## config.mk

```make
export PLATFORM = sky130hd
export DESIGN_NAME = ssmt_top
export DESIGN_NICKNAME = d
export VERILOG_FILES = /design/src/ssmt_pkg.sv /design/src/ssmt_top.sv
export SDC_FILE = /design/constraint.sdc
export NUM_CORES = 1
export LEC_CHECK = 0
export BUFFER_PORTS_ARGS = -buffer_cell sky130_fd_sc_hd__buf_2
export CAP_MARGIN = 20
export CORE_MARGIN = 2
export CORE_UTILIZATION = 40
export CTS_CLUSTER_SIZE = 12
export DETAILED_ROUTE_END_ITERATION = 12
export GPL_TIMING_DRIVEN = 1
export PLACE_DENSITY_LB_ADDON = 0.12
export SYNTH_ARGS = -nofsm -noshare
export SYNTH_HDL_FRONTEND = slang
export SYNTH_SLANG_ARGS = --single-unit
```

## constraint.sdc

```tcl
create_clock -name hclk -period 4.2 [get_ports hclk]
set_clock_uncertainty 0.2 [all_clocks]
set_input_delay 0 -clock hclk [delete_from_list [all_inputs] [get_ports hclk]]
set_output_delay 0 -clock hclk [all_outputs]
set_load 0.05 [all_outputs]
```

## src/ssmt_pkg.sv

```systemverilog
package ssmt_pkg;

	// Register byte offsets on the AHB-Lite port
	localparam logic [7:0] OFS_CTRL    = 8'h00;
	localparam logic [7:0] OFS_MODE    = 8'h04;
	localparam logic [7:0] OFS_PIN     = 8'h08;
	localparam logic [7:0] OFS_RATE    = 8'h0C;
	localparam logic [7:0] OFS_FIFOCTL = 8'h10;
	localparam logic [7:0] OFS_TXDATA  = 8'h14;
	localparam logic [7:0] OFS_COUNT   = 8'h18;
	localparam logic [7:0] OFS_STATUS  = 8'h1C;
	localparam logic [7:0] OFS_IRQEN   = 8'h20;

	// CTRL fields
	localparam int CTRL_TX_ON   = 0;
	localparam int CTRL_RX_ON   = 1;
	localparam int CTRL_SYNC    = 2;
	localparam int CTRL_MSB     = 3;
	// MODE fields
	localparam int MODE_PRESC   = 0;
	localparam int MODE_BANK    = 2;
	// PIN fields
	localparam int PIN_DRIVE    = 0;
	localparam int PIN_LEVEL    = 1;
	// FIFOCTL fields
	localparam int FC_TX_CLR    = 0;
	localparam int FC_RX_CLR    = 1;
	localparam int FC_THR       = 4;
	localparam int FC_THR_SRC   = 8;
	localparam int FC_ALT_THR   = 12;
	// STATUS and IRQEN share the event bits; BUSY is in STATUS only
	localparam int ST_TX_EMPTY  = 0;
	localparam int ST_TX_END    = 1;
	localparam int ST_BUSY      = 8;

	// Values after reset
	localparam logic [7:0] RST_DIVISOR = 8'hFF;
	localparam logic [7:0] RST_ALT     = 8'hFF;
	localparam logic       RST_CLR     = 1'b1;

	// Threshold per field code
	localparam logic [4:0] THR_CODE0 = 5'h08;
	localparam logic [4:0] THR_CODE1 = 5'h04;
	localparam logic [4:0] THR_CODE2 = 5'h02;
	localparam logic [4:0] THR_CODE3 = 5'h00;

	// Prescaler divide ratios per select code
	localparam logic [6:0] PRESC_DIV0 = 7'h01;
	localparam logic [6:0] PRESC_DIV1 = 7'h04;
	localparam logic [6:0] PRESC_DIV2 = 7'h10;
	localparam logic [6:0] PRESC_DIV3 = 7'h40;

	localparam logic [3:0] BITS_PER_WORD = 4'h8;

	typedef struct packed {
		logic       sync_mode_select;
		logic       msb_first;
		logic       transmit_on;
		logic       rx_on;
		logic [1:0] clock_prescale_select;
		logic       rate_bank_select;
		logic       txd_pin_drive_en;
		logic       txd_pin_level;
		logic       tx_fifo_clear;
		logic       rx_fifo_clear;
		logic [1:0] tx_fifo_threshold;
		logic       tx_threshold_source;
		logic [3:0] alt_threshold;
	} ssmt_cfg_s;

	typedef enum logic [1:0] {
		SH_IDLE,
		SH_LOW,
		SH_HIGH
	} ssmt_state_e;

endpackage : ssmt_pkg

```

## src/ssmt_top.sv

```systemverilog
`timescale 1ns/10ps
// Functional notes
// Sync mode bit selects clock-synchronous operation
// Bit order zero shifts LSB first
// Pin drive and level bits hold line at the level bit
// Threshold code 00b means eight entries
// FIFO clear bits empty and hold FIFOs; only the transmit FIFO exists, the receive clear bit has no effect
// Prescaler code 01b divides peripheral clock four
// Divisor 74 at 120 MHz gives 100 kbps
// Bank select zero maps rate to divisor
// Raise transmit data-empty request for refill
// Separate transmit-end event after last bit
// Each event has enable; cleared blocks it
// Software disables channel before reconfiguring
// Software disables transmit after last word
// FIFO accepts words until count reaches 10h
// Flag clears only by zero after read
// Master drives clock, data changes per bit
// Fixed eight data bits, no framing bits
module ssmt_top #(
	parameter int DATA_W = 8,
	parameter int DEPTH  = 16,
	parameter int CNT_W  = 5
) (
	// Clock and reset
	input  wire logic              hclk,
	input  wire logic              hresetn,
	// AHB-Lite slave
	input  wire logic              hsel,
	input  wire logic [31:0]       haddr,
	input  wire logic [1:0]        htrans,
	input  wire logic              hwrite,
	input  wire logic [2:0]        hsize,
	input  wire logic [31:0]       hwdata,
	input  wire logic              hready,
	output logic                   hreadyout,
	output logic                   hresp,
	output logic [31:0]            hrdata,
	// Serial pins
	output logic                   sck_o,
	output logic                   sck_oe,
	output logic                   txd_o,
	output logic                   txd_oe,
	// Interrupt
	output logic                   irq
);

	localparam int PW = $clog2(DEPTH);

	ssmt_pkg::ssmt_cfg_s   cfg_q;
	ssmt_pkg::ssmt_state_e state_q;
	logic [7:0]            divisor_q;
	logic [7:0]            alt_q;
	logic [1:0]            irq_en_q;
	logic [1:0]            status_q;
	logic [1:0]            armed_q;
	logic                  wr_pend_q;
	logic [7:0]            wr_addr_q;
	logic [DATA_W-1:0]     mem_q [DEPTH];
	logic [PW-1:0]         wptr_q;
	logic [PW-1:0]         rptr_q;
	logic [CNT_W-1:0]      cnt_q;
	logic [6:0]            pre_cnt_q;
	logic [8:0]            half_cnt_q;
	logic [DATA_W-1:0]     shreg_q;
	logic [3:0]            bitcnt_q;
	logic                  end_pulse_q;
	logic                  hreadyout_q;
	logic [31:0]           hrdata_q;
	logic                  sck_q;
	logic                  sck_oe_q;
	logic                  txd_q;
	logic                  txd_oe_q;
	logic                  irq_q;

	logic                  acc;
	logic [31:0]           rd_mux;
	logic                  wr_ctrl;
	logic                  wr_mode;
	logic                  wr_pin;
	logic                  wr_rate;
	logic                  wr_fifoctl;
	logic                  wr_txdata;
	logic                  wr_status;
	logic                  wr_irqen;
	logic                  rd_status;
	logic                  full;
	logic                  empty;
	logic                  push;
	logic                  pop;
	logic                  run;
	logic [6:0]            presc_div;
	logic                  tick;
	logic                  half;
	logic [4:0]            thr_val;
	logic [1:0]            ev_set;
	logic [1:0]            ev_clr;
	logic [DATA_W-1:0]     head;
	logic [DATA_W-1:0]     shifted;

	assign hreadyout = hreadyout_q;
	assign hresp     = 1'b0;
	assign hrdata    = hrdata_q;
	assign sck_o     = sck_q;
	assign sck_oe    = sck_oe_q;
	assign txd_o     = txd_q;
	assign txd_oe    = txd_oe_q;
	assign irq       = irq_q;

	// Bus: zero wait states, writes land in the data phase
	assign acc       = hsel & hready & htrans[1];
	assign rd_status = acc & ~hwrite & (haddr[7:0] == ssmt_pkg::OFS_STATUS);

	always_comb begin
		wr_ctrl    = 1'b0;
		wr_mode    = 1'b0;
		wr_pin     = 1'b0;
		wr_rate    = 1'b0;
		wr_fifoctl = 1'b0;
		wr_txdata  = 1'b0;
		wr_status  = 1'b0;
		wr_irqen   = 1'b0;
		if (!wr_pend_q) begin
			wr_ctrl = 1'b0;
		end else if (wr_addr_q == ssmt_pkg::OFS_CTRL) begin
			wr_ctrl = 1'b1;
		end else if (wr_addr_q == ssmt_pkg::OFS_MODE) begin
			wr_mode = 1'b1;
		end else if (wr_addr_q == ssmt_pkg::OFS_PIN) begin
			wr_pin = 1'b1;
		end else if (wr_addr_q == ssmt_pkg::OFS_RATE) begin
			wr_rate = 1'b1;
		end else if (wr_addr_q == ssmt_pkg::OFS_FIFOCTL) begin
			wr_fifoctl = 1'b1;
		end else if (wr_addr_q == ssmt_pkg::OFS_TXDATA) begin
			wr_txdata = 1'b1;
		end else if (wr_addr_q == ssmt_pkg::OFS_STATUS) begin
			wr_status = 1'b1;
		end else if (wr_addr_q == ssmt_pkg::OFS_IRQEN) begin
			wr_irqen = 1'b1;
		end
	end

	always_comb begin
		rd_mux = 32'h0000_0000;
		if (haddr[7:0] == ssmt_pkg::OFS_CTRL) begin
			rd_mux[ssmt_pkg::CTRL_TX_ON] = cfg_q.transmit_on;
			rd_mux[ssmt_pkg::CTRL_RX_ON] = cfg_q.rx_on;
			rd_mux[ssmt_pkg::CTRL_SYNC]  = cfg_q.sync_mode_select;
			rd_mux[ssmt_pkg::CTRL_MSB]   = cfg_q.msb_first;
		end else if (haddr[7:0] == ssmt_pkg::OFS_MODE) begin
			rd_mux[ssmt_pkg::MODE_PRESC +: 2] = cfg_q.clock_prescale_select;
			rd_mux[ssmt_pkg::MODE_BANK]       = cfg_q.rate_bank_select;
		end else if (haddr[7:0] == ssmt_pkg::OFS_PIN) begin
			rd_mux[ssmt_pkg::PIN_DRIVE] = cfg_q.txd_pin_drive_en;
			rd_mux[ssmt_pkg::PIN_LEVEL] = cfg_q.txd_pin_level;
		end else if (haddr[7:0] == ssmt_pkg::OFS_RATE) begin
			rd_mux[7:0] = cfg_q.rate_bank_select ? alt_q : divisor_q;
		end else if (haddr[7:0] == ssmt_pkg::OFS_FIFOCTL) begin
			rd_mux[ssmt_pkg::FC_TX_CLR]      = cfg_q.tx_fifo_clear;
			rd_mux[ssmt_pkg::FC_RX_CLR]      = cfg_q.rx_fifo_clear;
			rd_mux[ssmt_pkg::FC_THR +: 2]    = cfg_q.tx_fifo_threshold;
			rd_mux[ssmt_pkg::FC_THR_SRC]     = cfg_q.tx_threshold_source;
			rd_mux[ssmt_pkg::FC_ALT_THR +: 4] = cfg_q.alt_threshold;
		end else if (haddr[7:0] == ssmt_pkg::OFS_COUNT) begin
			rd_mux[CNT_W-1:0] = cnt_q;
		end else if (haddr[7:0] == ssmt_pkg::OFS_STATUS) begin
			rd_mux[1:0]               = status_q;
			rd_mux[ssmt_pkg::ST_BUSY] = (state_q != ssmt_pkg::SH_IDLE);
		end else if (haddr[7:0] == ssmt_pkg::OFS_IRQEN) begin
			rd_mux[1:0] = irq_en_q;
		end
	end

	always_ff @(posedge hclk or negedge hresetn) begin
		if (!hresetn) begin
			wr_pend_q   <= 1'b0;
			wr_addr_q   <= 8'h00;
			hreadyout_q <= 1'b0;
			hrdata_q    <= 32'h0000_0000;
		end else begin
			hreadyout_q <= 1'b1;
			wr_pend_q   <= acc & hwrite;
			wr_addr_q   <= haddr[7:0];
			hrdata_q    <= (acc & ~hwrite) ? rd_mux : 32'h0000_0000;
		end
	end

	// Configuration registers; channel must be off while changed
	always_ff @(posedge hclk or negedge hresetn) begin
		if (!hresetn) begin
			cfg_q               <= '0;
			cfg_q.tx_fifo_clear <= ssmt_pkg::RST_CLR;
			cfg_q.rx_fifo_clear <= ssmt_pkg::RST_CLR;
			divisor_q           <= ssmt_pkg::RST_DIVISOR;
			alt_q               <= ssmt_pkg::RST_ALT;
			irq_en_q            <= 2'b00;
		end else begin
			if (wr_ctrl) begin
				cfg_q.transmit_on      <= hwdata[ssmt_pkg::CTRL_TX_ON];
				cfg_q.rx_on            <= hwdata[ssmt_pkg::CTRL_RX_ON];
				cfg_q.sync_mode_select <= hwdata[ssmt_pkg::CTRL_SYNC];
				cfg_q.msb_first        <= hwdata[ssmt_pkg::CTRL_MSB];
			end
			if (wr_mode) begin
				cfg_q.clock_prescale_select <=
					hwdata[ssmt_pkg::MODE_PRESC +: 2];
				cfg_q.rate_bank_select <= hwdata[ssmt_pkg::MODE_BANK];
			end
			if (wr_pin) begin
				cfg_q.txd_pin_drive_en <= hwdata[ssmt_pkg::PIN_DRIVE];
				cfg_q.txd_pin_level    <= hwdata[ssmt_pkg::PIN_LEVEL];
			end
			if (wr_rate && !cfg_q.rate_bank_select) begin
				divisor_q <= hwdata[7:0];
			end
			if (wr_rate && cfg_q.rate_bank_select) begin
				alt_q <= hwdata[7:0];
			end
			if (wr_fifoctl) begin
				cfg_q.tx_fifo_clear <= hwdata[ssmt_pkg::FC_TX_CLR];
				cfg_q.rx_fifo_clear <= hwdata[ssmt_pkg::FC_RX_CLR];
				cfg_q.tx_fifo_threshold <= hwdata[ssmt_pkg::FC_THR +: 2];
				cfg_q.tx_threshold_source <= hwdata[ssmt_pkg::FC_THR_SRC];
				cfg_q.alt_threshold <= hwdata[ssmt_pkg::FC_ALT_THR +: 4];
			end
			if (wr_irqen) begin
				irq_en_q <= hwdata[1:0];
			end
		end
	end

	// Transmit FIFO; a word written while full is dropped
	assign full  = (cnt_q == CNT_W'(DEPTH));
	assign empty = (cnt_q == '0);
	assign push  = wr_txdata & ~full & ~cfg_q.tx_fifo_clear;
	assign head  = mem_q[rptr_q];

	always_ff @(posedge hclk) begin
		if (push) begin
			mem_q[wptr_q] <= hwdata[DATA_W-1:0];
		end
	end

	always_ff @(posedge hclk or negedge hresetn) begin
		if (!hresetn) begin
			wptr_q <= '0;
			rptr_q <= '0;
			cnt_q  <= '0;
		end else if (cfg_q.tx_fifo_clear) begin
			wptr_q <= '0;
			rptr_q <= '0;
			cnt_q  <= '0;
		end else begin
			if (push) begin
				wptr_q <= wptr_q + PW'(1);
			end
			if (pop) begin
				rptr_q <= rptr_q + PW'(1);
			end
			if (push && !pop) begin
				cnt_q <= cnt_q + CNT_W'(1);
			end else if (pop && !push) begin
				cnt_q <= cnt_q - CNT_W'(1);
			end
		end
	end

	// Bit clock: prescaler tick, then half-bit of 2*(divisor+1) ticks
	always_comb begin
		case (cfg_q.clock_prescale_select)
			2'b00:   presc_div = ssmt_pkg::PRESC_DIV0;
			2'b01:   presc_div = ssmt_pkg::PRESC_DIV1;
			2'b10:   presc_div = ssmt_pkg::PRESC_DIV2;
			default: presc_div = ssmt_pkg::PRESC_DIV3;
		endcase
	end

	assign tick = (pre_cnt_q == presc_div - 7'h01);
	assign half = tick & (half_cnt_q == {divisor_q, 1'b1});

	// Counters restart while idle so the first half-bit is full length
	always_ff @(posedge hclk or negedge hresetn) begin
		if (!hresetn) begin
			pre_cnt_q  <= 7'h00;
			half_cnt_q <= 9'h000;
		end else if (state_q == ssmt_pkg::SH_IDLE) begin
			pre_cnt_q  <= 7'h00;
			half_cnt_q <= 9'h000;
		end else begin
			pre_cnt_q <= tick ? 7'h00 : pre_cnt_q + 7'h01;
			if (half) begin
				half_cnt_q <= 9'h000;
			end else if (tick) begin
				half_cnt_q <= half_cnt_q + 9'h001;
			end
		end
	end

	// Shifter
	assign run = cfg_q.transmit_on & cfg_q.sync_mode_select
		& ~cfg_q.tx_fifo_clear;
	assign pop = run & ~empty & ((state_q == ssmt_pkg::SH_IDLE)
		| ((state_q == ssmt_pkg::SH_HIGH) & half
		& (bitcnt_q == ssmt_pkg::BITS_PER_WORD - 4'h1)));
	assign shifted = cfg_q.msb_first ? {shreg_q[DATA_W-2:0], 1'b0}
		: {1'b0, shreg_q[DATA_W-1:1]};

	always_ff @(posedge hclk or negedge hresetn) begin
		if (!hresetn) begin
			state_q     <= ssmt_pkg::SH_IDLE;
			shreg_q     <= '0;
			bitcnt_q    <= 4'h0;
			sck_q       <= 1'b1;
			txd_q       <= 1'b1;
			end_pulse_q <= 1'b0;
		end else begin
			end_pulse_q <= 1'b0;
			case (state_q)
				ssmt_pkg::SH_IDLE: begin
					sck_q <= 1'b1;
					if (pop) begin
						shreg_q  <= head;
						bitcnt_q <= 4'h0;
						sck_q    <= 1'b0;
						txd_q    <= cfg_q.msb_first ? head[DATA_W-1] : head[0];
						state_q  <= ssmt_pkg::SH_LOW;
					end else if (!cfg_q.transmit_on) begin
						txd_q <= cfg_q.txd_pin_drive_en
							? cfg_q.txd_pin_level : 1'b1;
					end
				end
				ssmt_pkg::SH_LOW: begin
					if (!run) begin
						sck_q   <= 1'b1;
						state_q <= ssmt_pkg::SH_IDLE;
					end else if (half) begin
						sck_q   <= 1'b1;
						state_q <= ssmt_pkg::SH_HIGH;
					end
				end
				ssmt_pkg::SH_HIGH: begin
					if (!run) begin
						state_q <= ssmt_pkg::SH_IDLE;
					end else if (half) begin
						sck_q <= 1'b0;
						if (bitcnt_q != ssmt_pkg::BITS_PER_WORD - 4'h1) begin
							shreg_q  <= shifted;
							bitcnt_q <= bitcnt_q + 4'h1;
							txd_q    <= cfg_q.msb_first
								? shifted[DATA_W-1] : shifted[0];
							state_q  <= ssmt_pkg::SH_LOW;
						end else if (pop) begin
							shreg_q  <= head;
							bitcnt_q <= 4'h0;
							txd_q    <= cfg_q.msb_first
								? head[DATA_W-1] : head[0];
							state_q  <= ssmt_pkg::SH_LOW;
						end else begin
							sck_q       <= 1'b1;
							end_pulse_q <= 1'b1;
							state_q     <= ssmt_pkg::SH_IDLE;
						end
					end
				end
				default: state_q <= ssmt_pkg::SH_IDLE;
			endcase
		end
	end

	always_ff @(posedge hclk or negedge hresetn) begin
		if (!hresetn) begin
			sck_oe_q <= 1'b0;
			txd_oe_q <= 1'b0;
		end else begin
			sck_oe_q <= cfg_q.transmit_on & cfg_q.sync_mode_select;
			txd_oe_q <= cfg_q.transmit_on | cfg_q.txd_pin_drive_en;
		end
	end

	// Events and interrupt
	always_comb begin
		if (cfg_q.tx_threshold_source) begin
			thr_val = {1'b0, cfg_q.alt_threshold};
		end else begin
			case (cfg_q.tx_fifo_threshold)
				2'b00:   thr_val = ssmt_pkg::THR_CODE0;
				2'b01:   thr_val = ssmt_pkg::THR_CODE1;
				2'b10:   thr_val = ssmt_pkg::THR_CODE2;
				default: thr_val = ssmt_pkg::THR_CODE3;
			endcase
		end
	end

	assign ev_set[ssmt_pkg::ST_TX_EMPTY] = cfg_q.transmit_on
		& (5'(cnt_q) <= thr_val);
	assign ev_set[ssmt_pkg::ST_TX_END]   = end_pulse_q;
	// Writing zero only clears a flag that was seen set by a read
	assign ev_clr = {2{wr_status}} & ~hwdata[1:0] & armed_q;

	always_ff @(posedge hclk or negedge hresetn) begin
		if (!hresetn) begin
			status_q <= 2'b00;
			armed_q  <= 2'b00;
			irq_q    <= 1'b0;
		end else begin
			status_q <= ev_set | (status_q & ~ev_clr);
			armed_q  <= (armed_q & ~ev_clr)
				| ({2{rd_status}} & status_q);
			irq_q    <= |(status_q & irq_en_q);
		end
	end

endmodule : ssmt_top

```

==> results of run 1 <==
timing repair:
item | in CTS | in global routing
endpoints found under the hold margin | 258 | 0
hold buffers | 42 | 0
buffers inserted | 0 | 0
kinds of logic (layout without fill, tap and decap cells):
group,after synthesis,count (layout),synth area share
compound gates,100,100,0.06504
xor+xnor,24,24,0.01948
fa+ha+maj,21,21,0.02504
buf+inv,64,164,0.03165
flops,240,240,0.6181
mux,94,94,0.1381
other cells,2,21,0.0006958
simple gates,223,223,0.1019
final cells by class:
cell class	instances	area [µm²]
multi-input combinational	483	3851
tap	341	426.7
inverter	18	67.56
clock inverter	7	58.81
timing repair buffer	98	748.2
sequential	240	6673
clock buffer	41	787.0
fill	2373	14110
through the flow:
stage	std cells	instance area, µm²
finish	1228	12610
CTS	1228	12610
detailed placement	1138	11330
global placement	1138	11330
floorplan	787	10860
global route	1228	12610
worst max-delay path, cell delays in order, from the launching register on:
cell                       delay [ns]
sky130_fd_sc_hd__dfrtp_1         0.44
sky130_fd_sc_hd__or4_1           0.53
sky130_fd_sc_hd__nor2_1          0.16
sky130_fd_sc_hd__o211a_4         0.31
sky130_fd_sc_hd__a31oi_4         0.20
sky130_fd_sc_hd__o211ai_1        0.52
sky130_fd_sc_hd__fa_1            0.32
sky130_fd_sc_hd__a21o_1          0.12
sky130_fd_sc_hd__a21oi_1         0.11
sky130_fd_sc_hd__or4_1           0.52
sky130_fd_sc_hd__a32o_1          0.27
worst max-delay path by stage:
stage	startpoint	cells after the start	end
floorplan	bitcnt_q[0]$_DFFE_PN0P_	12	cnt_q[4]$_DFFE_PN0P_
global placement	pre_cnt_q[2]$_DFF_PN0_	10	cnt_q[4]$_DFFE_PN0P_
detailed placement	pre_cnt_q[2]$_DFF_PN0_	10	cnt_q[4]$_DFFE_PN0P_
CTS	pre_cnt_q[2]$_DFF_PN0_	10	cnt_q[4]$_DFFE_PN0P_
global route	pre_cnt_q[2]$_DFF_PN0_	10	cnt_q[4]$_DFFE_PN0P_
finish	pre_cnt_q[2]$_DFF_PN0_	10	cnt_q[4]$_DFFE_PN0P_
sequential cells by signal, indices dropped and copies added (netlist names), 5 cells and up:
register	flops
mem_q	128
cfg_q	18
hrdata	13
half_cnt_q	9
alt_q	8
divisor_q	8
shreg_q	8
wr_addr_q	8
pre_cnt_q	7
cnt_q	5
per-layer routing:
metal	vias up	part of all wire	track usage
met5	-	0	0
met4	0	0.022	0.05322
met3	38	0.046	0.02492
met2	171	0.48	0.3113
met1	3470	0.45	0.2567
li1	3056	-	-
cells in the mapped netlist (all sizes together) (2+ instances only):
library cell  number  area [µm²]
ha                20       250.2
o31ai              3       22.52
conb               2       7.510
a32o               5       50.05
a221oi            11       96.34
a21o               2       15.01
a31oi              3       40.04
o21ai             20       100.1
or3                4       30.03
o22ai              2       12.51
nand2b             4       25.02
or2                4       25.02
xor2              15       131.4
nand4b             5       43.79
mux4              40       900.9
mux2i             15       150.1
nor3b              3       22.52
dfstp             20       525.5
or4                6       45.04
nor2              80       310.3
buf               30       214.0
and2              13       81.33
nor3              10       50.05
a211oi             4       30.03
and3               8       50.05
a21oi             29       145.1
dfrtp             92        2302
xnor2              9       78.83
nor2b              6       37.54
clkbuf            16       60.06
mux2              39       439.2
nand3             21       105.1
nand4              6       37.54
nor4               7       43.79
a22o               5       43.79
o211ai             3       22.52
nand2             42       157.7
inv               18       67.56
edfxtp           128        3844
a22oi              2       15.01
cell usage in the layout, fill, tap and decap left out, types with 5 or more instances in the layout:
cell / synthesis / final
sky130_fd_sc_hd__a21oi_1: 29 / 29
sky130_fd_sc_hd__a221oi_1: 11 / 11
sky130_fd_sc_hd__a22o_1: 5 / 5
sky130_fd_sc_hd__a32o_1: 5 / 5
sky130_fd_sc_hd__and2_1: 11 / 11
sky130_fd_sc_hd__and3_1: 8 / 8
sky130_fd_sc_hd__buf_2: 6 / 44
sky130_fd_sc_hd__buf_4: 21 / 12
sky130_fd_sc_hd__clkbuf_1: 16 / 7
sky130_fd_sc_hd__clkbuf_16: 0 / 26
sky130_fd_sc_hd__clkbuf_8: 0 / 8
sky130_fd_sc_hd__clkinv_2: 0 / 5
sky130_fd_sc_hd__conb_1: 2 / 21
sky130_fd_sc_hd__dfrtp_1: 92 / 91
sky130_fd_sc_hd__dfstp_2: 20 / 20
sky130_fd_sc_hd__dlygate4sd3_1: 0 / 41
sky130_fd_sc_hd__edfxtp_1: 128 / 128
sky130_fd_sc_hd__ha_1: 20 / 20
sky130_fd_sc_hd__inv_1: 18 / 18
sky130_fd_sc_hd__mux2_2: 39 / 39
sky130_fd_sc_hd__mux2i_1: 15 / 15
sky130_fd_sc_hd__mux4_2: 40 / 40
sky130_fd_sc_hd__nand2_1: 42 / 42
sky130_fd_sc_hd__nand3_1: 21 / 21
sky130_fd_sc_hd__nand4_1: 6 / 6
sky130_fd_sc_hd__nand4b_1: 5 / 5
sky130_fd_sc_hd__nor2_1: 76 / 76
sky130_fd_sc_hd__nor2b_1: 6 / 6
sky130_fd_sc_hd__nor3_1: 10 / 10
sky130_fd_sc_hd__nor4_1: 7 / 7
sky130_fd_sc_hd__o21ai_0: 17 / 17
sky130_fd_sc_hd__or4_1: 6 / 6
sky130_fd_sc_hd__xnor2_1: 9 / 9
sky130_fd_sc_hd__xor2_1: 15 / 15
power by group through the flow:
stage          Combinational [mW]  Sequential [mW]  Clock [mW]
2_1_floorplan              0.0924             2.57           0
3_3_place_gp                0.154             2.57           0
3_5_place_dp                0.159             2.57           0
4_1_cts                     0.191             2.52        2.27
5_1_grt                     0.208             2.52        2.37
6_report                    0.189             2.52        2.23
==> impl_summary.txt, run 1 <==
----------------------------------------------------
[Drt]
  ANT nets after route ... 0
  Pre-Repair DR Iteration Count ... 5
  Average via count per standard cell ... 5.485
  Wirelength, routed ... 25530 µm
  Residual DRC ... 0
  Violation count after the first detailed-route iteration ... 433
  Via total after detailed routing ... 6735
  Final routed wire length divided by cell count ... 20.79 µm

[STA]
  Achievable Freq ... 0.2612 GHz
  RSZ-0062 raised after global routing ... no
  Actual slew at the worst max-slew pin ... 0.8912 ns
  Fin crit period ... 3.829 ns
  Final Cycle Share ... 0.9117
  Count of final hold-check violations ... 0
  Setup-violating endpoint count in the final report ... 0
  Final-report max-slew violation count ... 0
  Tightest hold margin ... 0.07807 ns
  Worst rel slew slack ... 0.4037
  Smallest setup slack after layout ... 0.3710 ns
  Post-Route Setup TNS ... 0 ns

[Power and ir drop]
  Maximum resistive drop on vdd ... 302.7 µV
  Relative contribution of the clock network to total power ... 0.451
  Switching share of power ... 0.2195
  Seq pwr share ... 0.511
  Switching power of the nets ... 1.084 mW
  Overall power consumption ... 4.938 mW
  Static power due to leakage ... 4.836 nW
  Internal power ... 3.854 mW
  PD cells ... 391.5 nW/µm²
  Gate power share ... 0.038

[Synth]
  Most instantiated flip-flop cell in the synthesis netlist ... sky130_fd_sc_hd__edfxtp_1
  Post-synth EDFFs ... 128
  Mean post-synth cell area ... 14.05 µm²
  Synthesized netlist cell count ... 768
  Yosys Warn Count ... 0
  Synth Register Bits ... 240
  Seq/Total Area, Yosys ... 0.6181
  Synth async-reset ratio ... 0.4667
  Number of distinct library cell variants in the gate-level netlist after synthesis ... 65
  Syn Std Cell Area ... 10790 µm²

[Critical path]
  Crit path capture type ... flop
  Critical path class ... reg2reg
  Worst-path maximum fanout ... 16
  Endpoint arrival time on the critical path ... 4.05 ns
  Required @ worst endpoint ... 4.42 ns
  R2r worst-path depth ... 10
  Worst reg-to-reg setup slack ... 0.37 ns
  Destination of the worst register-to-register timing path ... cnt_q[4]$_DFFE_PN0P_
  Kind of start point of the critical path ... flop
  Critical register-to-register path startpoint ... pre_cnt_q[2]$_DFF_PN0_

[Placement]
  Placer's final routability congestion estimate ... 0.8361
  Detailed placer's ending HPWL ... 16940 µm
  Worst setup slack before clock tree synthesis ... 0.4296 ns
  Number of port buffers ... 45

[Global route]
  GR Overflow Total ... 0
  Vias in the first global route ... 7044
  Pin count of the biggest net entering global routing ... 57
  Overall global routing resource usage ... 0.1863
  Global-route wire length before repair ... 40570 µm
  Initial antenna violation count ... 0

[Clock tree]
  Clk Latency, worst-skew pair ... 0.55 ns
  TritonCTS Sinks ... 240
  Post_cts resized ... 0
  Bufs on Longest Clock Path ... 3
  CTS tree ... yes
  Root Buffer Master ... sky130_fd_sc_hd__clkbuf_16
  Clock slew at reported path FFs ... 0.06 ns
  Clock buffers created by TritonCTS ... 26
  Max H-tree Level ... 1

[Floorplan]
  Initial standard-cell utilization of the core ... 0.4038
  Die area ... 28310 µm²
  Die width ... 168.3 µm
  Placement row count ... 60
  Number of top-level design ports ... 113
  Area of the placeable core ... 26730 µm²
  Die Y-Extent ... 168.3 µm

[Hold path]
  Hold Crit Endpoint ... wr_pend_q$_DFF_PN0_
  Depth of the worst hold-timing path ... 3
  Worst min-delay path startpoint ... hsel
  Min-delay worst type ... in2reg

[Status]
  Outcome ... complete, no violations

[Finish]
  Post-layout nets ... 962
  Antenna cells ... 0
  Fraction of final layout cells with drive strength greater than 1 ... 0.2368
  Post-route core utilization ... 0.4719
  Area Growth Syn to Fin ... 16.86%

[Run]
  Max-capacitance violation count ... 0

----------------------------------------------------
No activity file was read; power rests on OpenSTA's default activity.
==> run 2: changes to the inputs <==
--- a/config.mk
+++ b/config.mk
@@ -13,6 +13,7 @@
 export DETAILED_ROUTE_END_ITERATION = 12
 export GPL_TIMING_DRIVEN = 1
 export PLACE_DENSITY_LB_ADDON = 0.12
+export REMOVE_ABC_BUFFERS = 1
 export SYNTH_ARGS = -nofsm -noshare
 export SYNTH_HDL_FRONTEND = slang
 export SYNTH_SLANG_ARGS = --single-unit
==> run 2 against run 1 <==
Sequential power is essentially flat. Die area did not move. Worst hold slack worse by 0.049 ns. Non-clock buffer count is 2 higher. Combinational power about the same. Routed wire length down 0.49%. Cell area is 0.13% higher. Setup slack better by 0.026 ns. Clock-buffer cell count stayed put. Core utilization is 0.061 points higher. Sequential cell count stayed put. Sequential share of layout area fell by 0.068 points.
==> impl_summary.txt, run 2 (same netlist as run 1, synthesis figures left out) <==
----------------------------------------------------
[Drt]
  Violation count after the first detailed-route iteration ... 548
  Wirelength, routed ... 25410 µm
  Via total after detailed routing ... 6690
  ANT nets after route ... 0
  Final routed wire length divided by cell count ... 20.66 µm
  Pre-Repair DR Iteration Count ... 6
  Average via count per standard cell ... 5.439
  Residual DRC ... 0

[Floorplan]
  Number of top-level design ports ... 113
  Die Y-Extent ... 168.3 µm
  Die width ... 168.3 µm
  Initial standard-cell utilization of the core ... 0.4038
  Area of the placeable core ... 26730 µm²
  Die area ... 28310 µm²
  Placement row count ... 60

[STA]
  Final Cycle Share ... 0.9055
  Setup-violating endpoint count in the final report ... 0
  RSZ-0062 raised after global routing ... no
  Actual slew at the worst max-slew pin ... 0.9120 ns
  Fin crit period ... 3.803 ns
  Final-report max-slew violation count ... 0
  Achievable Freq ... 0.2630 GHz
  Tightest hold margin ... 0.02871 ns
  Smallest setup slack after layout ... 0.3971 ns
  Post-Route Setup TNS ... 0 ns
  Count of final hold-check violations ... 0
  Worst rel slew slack ... 0.3897

[Power and ir drop]
  Seq pwr share ... 0.506
  Overall power consumption ... 4.985 mW
  Maximum resistive drop on vdd ... 334.7 µV
  Switching share of power ... 0.2153
  Relative contribution of the clock network to total power ... 0.456
  Switching power of the nets ... 1.073 mW
  Gate power share ... 0.037
  PD cells ... 394.8 nW/µm²
  Internal power ... 3.912 mW
  Static power due to leakage ... 4.847 nW

[Finish]
  Post-route core utilization ... 0.4725
  Number of flip-flops under the largest register name ... 128
  Post-layout nets ... 964
  Area Growth Syn to Fin ... 17.01%
  Most common cell after layout, fill and taps aside ... sky130_fd_sc_hd__edfxtp_1
  Seq. cell area ... 6673 µm²
  Fraction of final layout cells with drive strength greater than 1 ... 0.2407
  Largest Register ... mem_q
  Filler Cell Count ... 2324
  Area of the multi-input gates ... 3851 µm²
  Leading cell types in the layout, fill and taps excluded ... sky130_fd_sc_hd__edfxtp_1 (128), sky130_fd_sc_hd__dfrtp_1 (91), sky130_fd_sc_hd__nor2_1 (76)
  Final Instance Count excl. Fillers ... 1230
  Non-Filler Cell Area, Final ... 12630 µm²
  Antenna cells ... 0

[Global route]
  Vias in the first global route ... 6835
  Global-route wire length before repair ... 40030 µm
  Initial antenna violation count ... 0
  GR Overflow Total ... 0
  Pin count of the biggest net entering global routing ... 48
  Overall global routing resource usage ... 0.1838

[Placement]
  Cell area after placement ... 11380 µm²
  Number of port buffers ... 45
  Worst setup slack before clock tree synthesis ... 0.4391 ns
  Post-Place Cells ... 1145
  Placer's final routability congestion estimate ... 0.8970
  Detailed placer's ending HPWL ... 16700 µm

[Critical path]
  Critical Path Source ... pre_cnt_q[2]$_DFF_PN0_
  Endpoint arrival time on the critical path ... 4.02 ns
  Kind of start point of the critical path ... flop
  Required @ worst endpoint ... 4.42 ns
  Crit path capture type ... flop
  Worst-path maximum fanout ... 16
  Critical path class ... reg2reg
  Top delay family on crit path ... compound AO/OA/AOI/OAI gates
  Number of buffers and inverters on the critical path ... 0
  Critical register-to-register path startpoint ... pre_cnt_q[2]$_DFF_PN0_
  Most common cell type on the critical path ... sky130_fd_sc_hd__or4_1
  Worst-path cell chain ... or4_1 -> nor2_1 -> o211a_4 -> a31oi_4 -> o211ai_1 -> fa_1 -> a21o_1 -> a21oi_1 -> or4_1 -> a32o_1
  Maximum single-stage delay on the critical path ... 0.55 ns
  Master of the slowest instance on the critical path ... sky130_fd_sc_hd__or4_1

[Hold path]
  Worst min-delay path startpoint ... hwdata[13]
  Min-delay worst type ... in2reg

[Clock tree]
  Max H-tree Level ... 1
  CTS tree ... yes
  Clock slew at reported path FFs ... 0.06 ns
  Root Buffer Master ... sky130_fd_sc_hd__clkbuf_16
  Clk Latency, worst-skew pair ... 0.54 ns
  TritonCTS Sinks ... 240
  Post_cts resized ... 0
  Clock buffers created by TritonCTS ... 26
  Bufs on Longest Clock Path ... 3

[Run]
  Max-capacitance violation count ... 0

[Status]
  Outcome ... complete, no violations

----------------------------------------------------
==> run 2: worst reg2reg max path: stages, from the launching register on <==
cell                       delay [ns]
sky130_fd_sc_hd__dfrtp_1         0.44
sky130_fd_sc_hd__or4_1           0.55
sky130_fd_sc_hd__nor2_1          0.18
sky130_fd_sc_hd__o211a_4         0.31
sky130_fd_sc_hd__a31oi_4         0.14
sky130_fd_sc_hd__o211ai_1        0.51
sky130_fd_sc_hd__fa_1            0.34
sky130_fd_sc_hd__a21o_1          0.13
sky130_fd_sc_hd__a21oi_1         0.10
sky130_fd_sc_hd__or4_1           0.51
sky130_fd_sc_hd__a32o_1          0.27
==> run 2: final cells by class <==
cell class	count	share of cell area
Multi-Input combinational cell	483	0.3050
Tap cell	341	0.03379
Sequential cell	240	0.5284
Inverter	18	0.005350
Clock buffer	41	0.05915
Clock inverter	7	0.008917
Timing Repair Buffer	100	0.05945
==> run 2: final timing paths <==
check                                         to  slack (ns)  cells past startpoint
min reg2reg                status_q[1]$_DFF_PN0_        0.32                      1
min                         cfg_q[1]$_DFFE_PN0P_        0.03                      3
min in group asynchronous   alt_q[0]$_DFFE_PN1P_        0.41                      3
max in group asynchronous   cfg_q[7]$_DFFE_PN1P_        2.85                      4
max reg2reg                 cnt_q[4]$_DFFE_PN0P_        0.40                     10
max                         cnt_q[4]$_DFFE_PN0P_        0.40                     10
==> run 2: routing by layer <==
layer / global-route usage / vias up / part of all wire
li1: - / 3060 / -
met1: 0.2730 / 3413 / 0.47
met2: 0.2877 / 182 / 0.46
met3: 0.03009 / 35 / 0.053
met4: 0.03711 / 0 / 0.016
met5: 0 / - / 0
==> run 2: power by group through the flow <==
stage          registers, mW  clock network, mW  logic [mW]
6_report                2.52               2.28       0.187
5_1_grt                 2.52               2.44       0.204
4_1_cts                 2.52               2.32       0.189
3_5_place_dp            2.57                  0       0.159
3_3_place_gp            2.57                  0       0.154
2_1_floorplan           2.57                  0      0.0733
==> run 2: repair_timing <==
item                                    4_1_cts  5_1_grt
endpoints found under the setup margin        0        0
endpoints found under the hold margin       286        0
hold buffers                                 37        0
setup buffers                                 0        0
